--- src/hw/lhp_params.svh ---
`ifndef LHP_PARAMS_SVH
`define LHP_PARAMS_SVH

// Clock rate and instruction execution time.
`define LHP_CLK_MHZ        40
`define LHP_INSTR_TIME_NS  40000
`define LHP_INSTR_CYC      ((`LHP_INSTR_TIME_NS * `LHP_CLK_MHZ + 999) / 1000)

// Widths.
`define LHP_BYTE_W         8
`define LHP_AC_W           7
`define LHP_RAM_AW         8
`define LHP_RAM_DEPTH      256
`define LHP_CNT_W          12

// Reset values.
`define LHP_BYTE_RST       8'h00
`define LHP_AC_RST         7'h00
`define LHP_CNT_RST        12'h000
`define LHP_WIDTH8_RST     1'b1
`define LHP_INC_RST        1'b1

// Instruction field positions.
`define LHP_I_DDADDR_BIT   7
`define LHP_I_CGADDR_BIT   6
`define LHP_I_FSET_BIT     5
`define LHP_I_DL_BIT       4
`define LHP_I_ENTRY_BIT    2
`define LHP_I_ID_BIT       1
`define LHP_CG_AC_MASK     7'h3f

// Status byte layout.
`define LHP_BUSY_BIT       7

`endif

--- src/hw/lhp_pkg.sv ---
package lhp_pkg;

    typedef enum logic [6:0] {
        LHP_IDLE  = 7'h01,
        LHP_EXEC  = 7'h02,
        LHP_WRITE = 7'h04,
        LHP_STEP  = 7'h08,
        LHP_ADV   = 7'h10,
        LHP_FETCH = 7'h20,
        LHP_LOAD  = 7'h40
    } lhp_state_t;

endpackage : lhp_pkg

--- src/hw/lhp_ram_if.sv ---
`timescale 1ns/100ps
`default_nettype none
`include "lhp_params.svh"

interface lhp_ram_if;
    logic                     wr_en;
    logic                     rd_en;
    logic [`LHP_RAM_AW-1:0]   addr;
    logic [`LHP_BYTE_W-1:0]   wdata;
    logic [`LHP_BYTE_W-1:0]   rdata;

    modport ctrl (output wr_en, output rd_en, output addr, output wdata, input rdata);
    modport mem  (input wr_en, input rd_en, input addr, input wdata, output rdata);
endinterface : lhp_ram_if

`default_nettype wire

--- src/hw/lhp_ram.sv ---
`timescale 1ns/100ps
`default_nettype none
`include "lhp_params.svh"

module lhp_ram (
    // Clock.
    input  wire logic clk_in,
    // Port.
    lhp_ram_if.mem    ram
);

    logic [`LHP_BYTE_W-1:0] mem_r [`LHP_RAM_DEPTH];
    logic [`LHP_BYTE_W-1:0] rdata_r;

    always_ff @(posedge clk_in)
    begin
        if (ram.wr_en)
        begin
            mem_r[ram.addr] <= ram.wdata;
        end
        if (ram.rd_en)
        begin
            rdata_r <= mem_r[ram.addr];
        end
    end

    assign ram.rdata = rdata_r;

endmodule : lhp_ram

`default_nettype wire

--- src/hw/lhp_host_port.sv ---
// Overview of operation
// - Offers 4-bit and 8-bit parallel host links.
// - Bus width chosen by bus_width_bit instruction.
// - Host traffic passes two 8-bit holding registers.
// - Data goes to most recently addressed RAM.
// - Data read prefetches next RAM location.
// - Data write moves into addressed RAM automatically.
// - Instruction register is write-only to host.
// - Select low, write: instruction code stored.
// - Select low, read: busy flag, address counter.
// - Select high, write: data byte stored.
// - Select high, read: data holding returned.
// - Busy high during operation; instructions refused.
// - Address counter steps by one each data access.
`timescale 1ns/100ps
`default_nettype none
`include "lhp_params.svh"

module lhp_host_port (
    // Clock and reset.
    input  wire logic                    clk_in,
    input  wire logic                    reset_n_in,
    // Parallel host pins.
    input  wire logic                    chip_sel_n_in,
    input  wire logic                    register_select_in,
    input  wire logic                    read_write_in,
    input  wire logic                    enable_in,
    input  wire logic [`LHP_BYTE_W-1:0]  bus_in,
    output var  logic [`LHP_BYTE_W-1:0]  bus_out,
    output var  logic                    bus_oe_out,
    // Status.
    output var  logic                    busy_flag_out,
    output var  logic                    bus_width_bit_out
);

    //--------------------------------------------------------------------
    // Pin synchronisers
    //--------------------------------------------------------------------

    logic                   cs_n_s1_r, cs_n_s2_r, rs_s1_r, rs_s2_r, rw_s1_r, rw_s2_r;
    logic                   en_s1_r, en_s2_r, en_q_r;
    logic [`LHP_BYTE_W-1:0] bus_s1_r, bus_s2_r, bus_q_r;
    logic                   cs_n_s1_nxt, cs_n_s2_nxt, rs_s1_nxt, rs_s2_nxt;
    logic                   rw_s1_nxt, rw_s2_nxt, en_s1_nxt, en_s2_nxt, en_q_nxt;
    logic [`LHP_BYTE_W-1:0] bus_s1_nxt, bus_s2_nxt, bus_q_nxt;

    always_comb
    begin
        cs_n_s1_nxt = chip_sel_n_in;
        cs_n_s2_nxt = cs_n_s1_r;
        rs_s1_nxt   = register_select_in;
        rs_s2_nxt   = rs_s1_r;
        rw_s1_nxt   = read_write_in;
        rw_s2_nxt   = rw_s1_r;
        en_s1_nxt   = enable_in;
        en_s2_nxt   = en_s1_r;
        en_q_nxt    = en_s2_r;
        bus_s1_nxt  = bus_in;
        bus_s2_nxt  = bus_s1_r;
        bus_q_nxt   = bus_s2_r;
    end

    always_ff @(posedge clk_in or negedge reset_n_in)
    begin
        if (!reset_n_in)
        begin
            cs_n_s1_r <= 1'b1;
            cs_n_s2_r <= 1'b1;
            rs_s1_r   <= 1'b0;
            rs_s2_r   <= 1'b0;
            rw_s1_r   <= 1'b0;
            rw_s2_r   <= 1'b0;
            en_s1_r   <= 1'b0;
            en_s2_r   <= 1'b0;
            en_q_r    <= 1'b0;
            bus_s1_r  <= `LHP_BYTE_RST;
            bus_s2_r  <= `LHP_BYTE_RST;
            bus_q_r   <= `LHP_BYTE_RST;
        end
        else
        begin
            cs_n_s1_r <= cs_n_s1_nxt;
            cs_n_s2_r <= cs_n_s2_nxt;
            rs_s1_r   <= rs_s1_nxt;
            rs_s2_r   <= rs_s2_nxt;
            rw_s1_r   <= rw_s1_nxt;
            rw_s2_r   <= rw_s2_nxt;
            en_s1_r   <= en_s1_nxt;
            en_s2_r   <= en_s2_nxt;
            en_q_r    <= en_q_nxt;
            bus_s1_r  <= bus_s1_nxt;
            bus_s2_r  <= bus_s2_nxt;
            bus_q_r   <= bus_q_nxt;
        end
    end

    //--------------------------------------------------------------------
    // Strobe decode
    //--------------------------------------------------------------------

    // A cycle opens on the rising enable edge and closes on the falling one.
    logic en_rise, en_fall;
    assign en_rise = en_s2_r & ~en_q_r & ~cs_n_s2_r;
    assign en_fall = ~en_s2_r & en_q_r & ~cs_n_s2_r;

    //--------------------------------------------------------------------
    // Control state
    //--------------------------------------------------------------------

    function automatic logic [`LHP_AC_W-1:0] ac_step(input logic [`LHP_AC_W-1:0] ac,
                                                      input logic                 inc);
        ac_step = inc ? ac + `LHP_AC_W'(1) : ac - `LHP_AC_W'(1);
    endfunction : ac_step

    lhp_pkg::lhp_state_t     state_r, state_nxt;
    logic [`LHP_BYTE_W-1:0]  instruction_holding_r, instruction_holding_nxt;
    logic [`LHP_BYTE_W-1:0]  data_holding_r, data_holding_nxt;
    logic [`LHP_AC_W-1:0]    address_counter_r, address_counter_nxt;
    logic                    glyph_sel_r, glyph_sel_nxt;
    logic                    bus_width_bit_r, bus_width_bit_nxt;
    logic                    inc_r, inc_nxt;
    logic                    half_r, half_nxt;
    logic [3:0]              hi_nib_r, hi_nib_nxt;
    logic [`LHP_CNT_W-1:0]   busy_cnt_r, busy_cnt_nxt;
    logic [`LHP_BYTE_W-1:0]  bus_out_r, bus_out_nxt;
    logic                    busy_flag;
    logic                    byte_done;
    logic [`LHP_BYTE_W-1:0]  wr_byte;
    logic [`LHP_BYTE_W-1:0]  rd_byte;

    lhp_ram_if ram ();

    lhp_ram u_ram (
        .clk_in (clk_in),
        .ram    (ram.mem)
    );

    assign busy_flag = (state_r != lhp_pkg::LHP_IDLE) || (busy_cnt_r != `LHP_CNT_RST);
    // Four-bit transfers use the upper pins, high nibble first.
    assign byte_done = en_fall & (bus_width_bit_r | half_r);
    assign wr_byte   = bus_width_bit_r ? bus_q_r : {hi_nib_r, bus_q_r[7:4]};
    // Status read never exposes the instruction register.
    assign rd_byte   = rs_s2_r ? data_holding_r
                               : {busy_flag, address_counter_r};

    always_comb
    begin
        state_nxt               = state_r;
        instruction_holding_nxt = instruction_holding_r;
        data_holding_nxt        = data_holding_r;
        address_counter_nxt     = address_counter_r;
        glyph_sel_nxt           = glyph_sel_r;
        bus_width_bit_nxt       = bus_width_bit_r;
        inc_nxt                 = inc_r;
        half_nxt                = half_r;
        hi_nib_nxt              = hi_nib_r;
        busy_cnt_nxt            = (busy_cnt_r != `LHP_CNT_RST) ? busy_cnt_r - `LHP_CNT_W'(1)
                                                               : busy_cnt_r;
        bus_out_nxt             = bus_out_r;
        ram.wr_en               = 1'b0;
        ram.rd_en               = 1'b0;
        ram.addr                = {glyph_sel_r, address_counter_r};
        ram.wdata               = data_holding_r;

        if (en_rise && rw_s2_r)
        begin
            bus_out_nxt = bus_width_bit_r ? rd_byte
                        : (half_r ? {rd_byte[3:0], 4'h0} : {rd_byte[7:4], 4'h0});
        end
        if (en_fall)
        begin
            half_nxt   = ~bus_width_bit_r & ~half_r;
            hi_nib_nxt = bus_q_r[7:4];
        end
        // Strobes are taken only while idle; the host polls busy first.
        if (byte_done && !busy_flag)
        begin
            case ({rs_s2_r, rw_s2_r})
                2'b00:
                begin
                    instruction_holding_nxt = wr_byte;
                    state_nxt               = lhp_pkg::LHP_EXEC;
                end
                2'b10:
                begin
                    data_holding_nxt = wr_byte;
                    state_nxt        = lhp_pkg::LHP_WRITE;
                end
                2'b11:
                begin
                    state_nxt = lhp_pkg::LHP_ADV;
                end
                default:
                begin
                    state_nxt = state_r;
                end
            endcase
        end

        case (state_r)
            lhp_pkg::LHP_IDLE:
            begin
                state_nxt = state_nxt;
            end
            lhp_pkg::LHP_EXEC:
            begin
                busy_cnt_nxt = `LHP_CNT_W'(`LHP_INSTR_CYC);
                state_nxt    = lhp_pkg::LHP_IDLE;
                if (instruction_holding_r[`LHP_I_DDADDR_BIT])
                begin
                    address_counter_nxt = instruction_holding_r[`LHP_AC_W-1:0];
                    glyph_sel_nxt       = 1'b0;
                    state_nxt           = lhp_pkg::LHP_FETCH;
                end
                else if (instruction_holding_r[`LHP_I_CGADDR_BIT])
                begin
                    address_counter_nxt = instruction_holding_r[`LHP_AC_W-1:0]
                                        & `LHP_CG_AC_MASK;
                    glyph_sel_nxt       = 1'b1;
                    state_nxt           = lhp_pkg::LHP_FETCH;
                end
                else if (instruction_holding_r[`LHP_I_FSET_BIT])
                begin
                    bus_width_bit_nxt = instruction_holding_r[`LHP_I_DL_BIT];
                    half_nxt          = 1'b0;
                end
                else if (instruction_holding_r[`LHP_I_ENTRY_BIT])
                begin
                    inc_nxt = instruction_holding_r[`LHP_I_ID_BIT];
                end
            end
            lhp_pkg::LHP_WRITE:
            begin
                ram.wr_en = 1'b1;
                state_nxt = lhp_pkg::LHP_STEP;
            end
            lhp_pkg::LHP_STEP:
            begin
                address_counter_nxt = ac_step(address_counter_r, inc_r);
                state_nxt           = lhp_pkg::LHP_IDLE;
            end
            lhp_pkg::LHP_ADV:
            begin
                address_counter_nxt = ac_step(address_counter_r, inc_r);
                state_nxt           = lhp_pkg::LHP_FETCH;
            end
            lhp_pkg::LHP_FETCH:
            begin
                ram.rd_en = 1'b1;
                state_nxt = lhp_pkg::LHP_LOAD;
            end
            lhp_pkg::LHP_LOAD:
            begin
                data_holding_nxt = ram.rdata;
                state_nxt        = lhp_pkg::LHP_IDLE;
            end
            default:
            begin
                state_nxt = lhp_pkg::LHP_IDLE;
            end
        endcase
    end

    always_ff @(posedge clk_in or negedge reset_n_in)
    begin
        if (!reset_n_in)
        begin
            state_r               <= lhp_pkg::LHP_IDLE;
            instruction_holding_r <= `LHP_BYTE_RST;
            data_holding_r        <= `LHP_BYTE_RST;
            address_counter_r     <= `LHP_AC_RST;
            glyph_sel_r           <= 1'b0;
            bus_width_bit_r       <= `LHP_WIDTH8_RST;
            inc_r                 <= `LHP_INC_RST;
            half_r                <= 1'b0;
            hi_nib_r              <= 4'h0;
            busy_cnt_r            <= `LHP_CNT_RST;
            bus_out_r             <= `LHP_BYTE_RST;
        end
        else
        begin
            state_r               <= state_nxt;
            instruction_holding_r <= instruction_holding_nxt;
            data_holding_r        <= data_holding_nxt;
            address_counter_r     <= address_counter_nxt;
            glyph_sel_r           <= glyph_sel_nxt;
            bus_width_bit_r       <= bus_width_bit_nxt;
            inc_r                 <= inc_nxt;
            half_r                <= half_nxt;
            hi_nib_r              <= hi_nib_nxt;
            busy_cnt_r            <= busy_cnt_nxt;
            bus_out_r             <= bus_out_nxt;
        end
    end

    //--------------------------------------------------------------------
    // Outputs
    //--------------------------------------------------------------------

    assign bus_out           = bus_out_r;
    assign bus_oe_out        = en_s2_r & en_q_r & rw_s2_r & ~cs_n_s2_r;
    assign busy_flag_out     = busy_flag;
    assign bus_width_bit_out = bus_width_bit_r;

endmodule : lhp_host_port

`default_nettype wire

--- config.mk ---
export PLATFORM = sky130hd
export DESIGN_NAME = lhp_host_port
export DESIGN_NICKNAME = d
export VERILOG_FILES = /design/src/hw/lhp_pkg.sv /design/src/hw/lhp_ram_if.sv /design/src/hw/lhp_ram.sv /design/src/hw/lhp_host_port.sv
export VERILOG_INCLUDE_DIRS = /design/src /design/src/hw
export SDC_FILE = /design/constraint.sdc
export NUM_CORES = 2
export LEC_CHECK = 0
export ABC_AREA = 1
export BUFFER_PORTS_ARGS = -buffer_cell sky130_fd_sc_hd__buf_2
export CORE_MARGIN = 2
export CORE_UTILIZATION = 32
export DETAILED_ROUTE_END_ITERATION = 16
export HOLD_SLACK_MARGIN = 0.03
export PLACE_DENSITY = 0.56
export SLEW_MARGIN = 20
export SYNTH_ARGS = -nofsm -noshare
export SYNTH_HDL_FRONTEND = slang
export SYNTH_HIERARCHICAL = 1
export SYNTH_SLANG_ARGS = --single-unit
--- constraint.sdc ---
create_clock -name clk_in -period 3.8 [get_ports clk_in]
set_input_delay 0.76 -clock clk_in [delete_from_list [all_inputs] [get_ports clk_in]]
set_output_delay 0.76 -clock clk_in [all_outputs]
set_load 0.1 [all_outputs]
### After elaboration in Yosys (flattened, before gate mapping)

Memories as Yosys holds them, arrays and structs flattened. A register that Yosys moved wholly into a read port is not among the register bits.
Index checks and enable logic that the tools add are counted.

* add/sub/neg operators: 3
* equal/unequal tests: 13
* multiplexer cells: 29
* bitwise logic cells: 18
* reduce and logical (&&, ||, !) cells: 19

Operators by type and width (count)
* 2-to-1 mux 8 bit: 7
* one-hot mux 7 bit (5 select lines): 1
* 2-to-1 mux 7 bit: 4
* 2-to-1 mux 12 bit: 2
* one-hot mux 7 bit (3 select lines): 1
* one-hot mux 7 bit (2 select lines): 1
* 2-to-1 mux 6 bit: 2
* nonzero test 12 bit: 1
* subtractor 12 x 1 -> 12 bit, second input constant: 1
* 2-to-1 mux 1 bit: 11
* AND reduction 2 bit: 5
* nonzero test 2 bit: 5
* AND 1 bit: 9
* inverter 1 bit: 8
* adder 7 x 1 -> 7 bit, second input constant: 1
* == test 7 x 1 -> 1 bit, second input constant: 1
* == test 7 x 2 -> 1 bit, second input constant: 1
* == test 7 x 3 -> 1 bit, second input constant: 1
* == test 7 x 4 -> 1 bit, second input constant: 1
* == test 7 x 5 -> 1 bit, second input constant: 1
* == test 7 x 6 -> 1 bit, second input constant: 1
* == test 7 bit, second input constant: 1
* inequality test 7 x 1 -> 1 bit, second input constant: 1
* subtractor 7 x 1 -> 7 bit, second input constant: 1
* other kinds (12): 14

* bits in registers: 91
* bits in writable memories: 2048
* bits of input ports: 14
* output and inout bits: 11
* logic and storage cells: 106
* memories: 1

Memories
* u_ram.mem_r: words 256, bits a word 8, read ports 1, clocked after memory_dff 1, write ports 1, RTL line lhp_ram.sv:12 `` logic [`LHP_BYTE_W-1:0] mem_r [`LHP_RAM_DEPTH]; ``

### Longest topological paths before layout

* depth in word-level cells: 8
* gate-level depth with buffers: 15
* depth with buffers taken out: 13

### By module

Netlist, hierarchy kept.

By module, submodules not included
* lhp_ram: times used 1, cells each 8021, area an instance 84936.5 µm², sequential area each 61739.2 µm²
* lhp_host_port: times used 1, cells each 489, area an instance 4261.6 µm², sequential area each 2283.4 µm²

### Least setup slack after synthesis

OpenSTA, ideal clock, no wires.

* kind: flip-flop to output port
* from: register rw_s2_r
* to: output bus_oe_out
* arrival: 3.392 ns
* data required time: 3.040 ns
* slack: -0.352 ns
* cell stages (with the launch flop): 3
* buffers on the path: 0
* cells stage by stage: dfrtp_1 -> inv_1 -> nor4_1

* longest elaborated chain between the ends: 2

Ends and longest elaborated chain
* start, declared: RTL line lhp_host_port.sv:40 `logic cs_n_s1_r, cs_n_s2_r, rs_s1_r, rs_s2_r, rw_s1_r, rw_s2_r;`
* start signal, assigned: RTL line lhp_host_port.sv:87 `rw_s2_r <= rw_s2_nxt;`
* AND 1 bit (2 in a row): RTL line lhp_host_port.sv:301 `assign bus_oe_out = en_s2_r & en_q_r & rw_s2_r & ~cs_n_s2_r;`
* end, declared: RTL line lhp_host_port.sv:30 `output var logic bus_oe_out,`

Every way passes these cells.

==> impl_metrics.toml <==
[status]
status = "finished, final reports clean"

[clock_network]
cts_resized = 0
cts_tree = "yes"
h-tree-depth = 4
cts_buffers = 221
cts_buffer_depth = 3
root_buffer = "clkbuf_16"
cts.reportedPaths.clkPinSlew_ns = 0.06
clock_sinks = 2147
insertion_delay_ns = 0.89

[grt]
first_global_vias = 59479
groute.usage.overall = 0.1756
grt_pass1_wl_microns = 380700
grt_max_degree = 147
overflow = 0
antenna_found_initial = 4

[final_layout]
final_common_cell = "nand2_1"
multiInputGateArea_sq_mm = 0.02291
layout-drive-gt1-share = 0.09257
fillers = 26884
fin_nets = 8808
register_area_sq_mm = 0.06406
syn2layout_area_growth_pct = 15.99
mostFrequentLayoutCells = "4890 x nand2_1, 2056 x edfxtp_1, 396 x nor2_1, 377 x buf_4, 227 x nand3_1"
postLayoutCellArea_sq_mm = 0.1035

[timing]
period_share = 0.9588
hold_viol_final = 0
min_period_ns = 3.644
slew-limit-headroom = 0.3073
fin_ws_ns = 0.1564
fmax_ghz = 0.2745
setup_viol = 0
timing.hold.ws_ns = 0.3429
drv_slew = 0
fin_skew_ns = 0.04581
worst_slew_pin_slew_ns = 1.039
rsz0062_at_grt = "false"

[placement]
gp_congestion = 0.8643
placed_cell_area_sq_mm = 0.09623
place_ws_ns = 0.1414
io_buffers = 24
post-dp-hpwl_microns = 150800

[worst_setup_path]
end_kind = "register"
worstSetupStartpointType = "register"
critPathArrivalTime_ns = 4.28
worstPathRequired_ns = 4.44
crit_type = "register to register"
path_max_fanout = 40

[synthesis]
synth_flop_cell = "edfxtp_1"
yosys.area.top_type = "edfxtp_1"
ys_async_sr_fraction = 0.04238
synthTopCellsByArea = "edfxtp_1 69%, nand2_1 21%, dfrtp_1 2.4%, nor2_1 1.7%, nand3_1 1.3%"
ys_warn_count = 6
ys_ff_latch = 2147
synth_top_area_share = 0.6922
syn_area_sq_mm = 0.08920
postSynthCellCount = 8510
seq_area_frac_synth = 0.7178
syn_nets = 8532
synth_area_per_cell_sq_um = 10.48
synth-edff-count = 2056
yosysUniqueCellTypes = 39

[route]
first_pass_iters = 6
via_per_inst = 4.755
ant_nets = 0
drc = 0
finalWirelength_microns = 252900
drt_iter0_drc = 6119
wl_per_cell_microns = 19.94
num_vias = 60304

[floorplan]
dieArea_sq_mm = 0.2830
ios = 25
die_h_microns = 532.0
core_area_sq_mm = 0.2770
rows = 193
start_util = 0.3220
die_x_microns = 532.0

[run]
drv_cap = 0

[power_and_ir_drop]
finalPower_mw = 48.07
switchingPower_mw = 10.05
ir_worst_vdd_uv = 363.6
share_clk_of_total_power = 0.440
p_int_mw = 38.01
p_sw_frac = 0.2092
p_per_area_mw_per_mm2 = 464.6
seqPwrFrac = 0.539
pwr-share-comb = 0.020
p_leak_nw = 41.38

[min_path]
hp-class = "register to register"
-- metrics by stage --
step,setup TNS (ns),utilization,cells
2_1_floorplan,-157.08,-,8510
3_3_place_gp,0,0.3474,12253
3_5_place_dp,0,0.3474,12253
4_1_cts,0,0.3734,12680
5_1_grt,0,0.3735,12682
6_report,0,0.3735,12683
-- path summary, 6_finish.rpt --
check | startpoint | to | slack (ns) | cells after the start
setup reg to reg | address_counter_r[0] | u_ram/ram.rdata[5] | 0.16 | 15
max in group asynchronous | reset_n_in | bus_width_bit_out | 2.47 | 3
hold / removal | cs_n_s1_r | cs_n_s2_r | 0.34 | 0
hold reg to reg | cs_n_s1_r | cs_n_s2_r | 0.34 | 0
min in group asynchronous | reset_n_in | busy_cnt_r[7] | 0.51 | 2
setup / recovery | address_counter_r[0] | u_ram/ram.rdata[5] | 0.16 | 15
-- power groups by stage --
stage	logic (mW)	clock network (mW)	registers, mW
after floorplan	0.484	0	26.5
after global placement	0.935	0	26.4
after detailed placement	0.949	0	26.4
after CTS	0.963	21.6	25.9
after global routing	1.07	22.5	25.9
final	0.974	21.2	25.9
-- kinds of logic (layout without fill, tap and decap cells) --
logic type      after synthesis  in the layout  share of synthesized area
compound gates              263            263                    0.01532
xor+xnor                      4              4                  0.0003928
fa+ha+maj                     8              8                   0.001206
buf+inv                     526            993                    0.02584
flops                      2147           2147                     0.7178
mux                           2              2                  0.0002244
other cells                   0              1                          0
simple gates               5560           5560                     0.2393
-- timing repair --
item,4_1_cts,5_1_grt
hold endpoints to repair,71,0
setup endpoints to repair,0,0
setup buffers,0,0
hold buffers,13,0
-- flip-flops by register name (all words and copies together) (netlist names), 4 cells and up --
| register | count |
|---|---|
| busy_cnt_r | 12 |
| bus_q_r | 8 |
| u_ram/mem_r | 2048 |
| data_holding_r | 8 |
| bus_out | 8 |
| state_r | 7 |
| bus_s1_r | 8 |
| instruction_holding_r | 8 |
| bus_q_nxt | 8 |
| hi_nib_r | 4 |
| u_ram/ram.rdata | 8 |
| address_counter_r | 7 |
-- Yosys cell counts, types with 52 or more instances --
library cell / instances
nand3_1: 227
buf_2: 186
edfxtp_1: 2056
buf_1: 52
nor2_1: 401
a21oi_1: 55
o21ai_1: 121
o21ai_0: 71
nand2_1: 4890
inv_1: 89
clkbuf_1: 172
dfrtp_1: 86
-- routing by layer --
metal / wire [microns] / track usage
met5: 0 / 0
met4: 7602 / 0.05553
met3: 15710 / 0.02314
met2: 117900 / 0.2860
met1: 111700 / 0.2426
-- critical path, cell delays in order, from the launching register on --
cell and delay [ns]:
dfrtp_4 0.65, buf_12 0.26, buf_12 0.19, buf_4 0.27, nand2_1 0.08, nand2_1 0.05, nand2_1 0.06, nand3_1 0.08
nand2_1 0.06, nand2_1 0.08, o21ai_1 0.24, nand2_1 0.22, nor2_1 0.53, nor2_1 0.24, nor2_1 0.21, nand2_1 0.07
-- cell type report --
type,count,area share
diodes,1,0.00002419
clock buffers,283,0.05651
clock inverters,131,0.01166
inverters,101,0.004015
multi-input cells,5837,0.2215
flip-flops and latches,2147,0.6191
well taps,3705,0.04480
repair buffers,478,0.04237
Power figures use the tool's default switching activity.
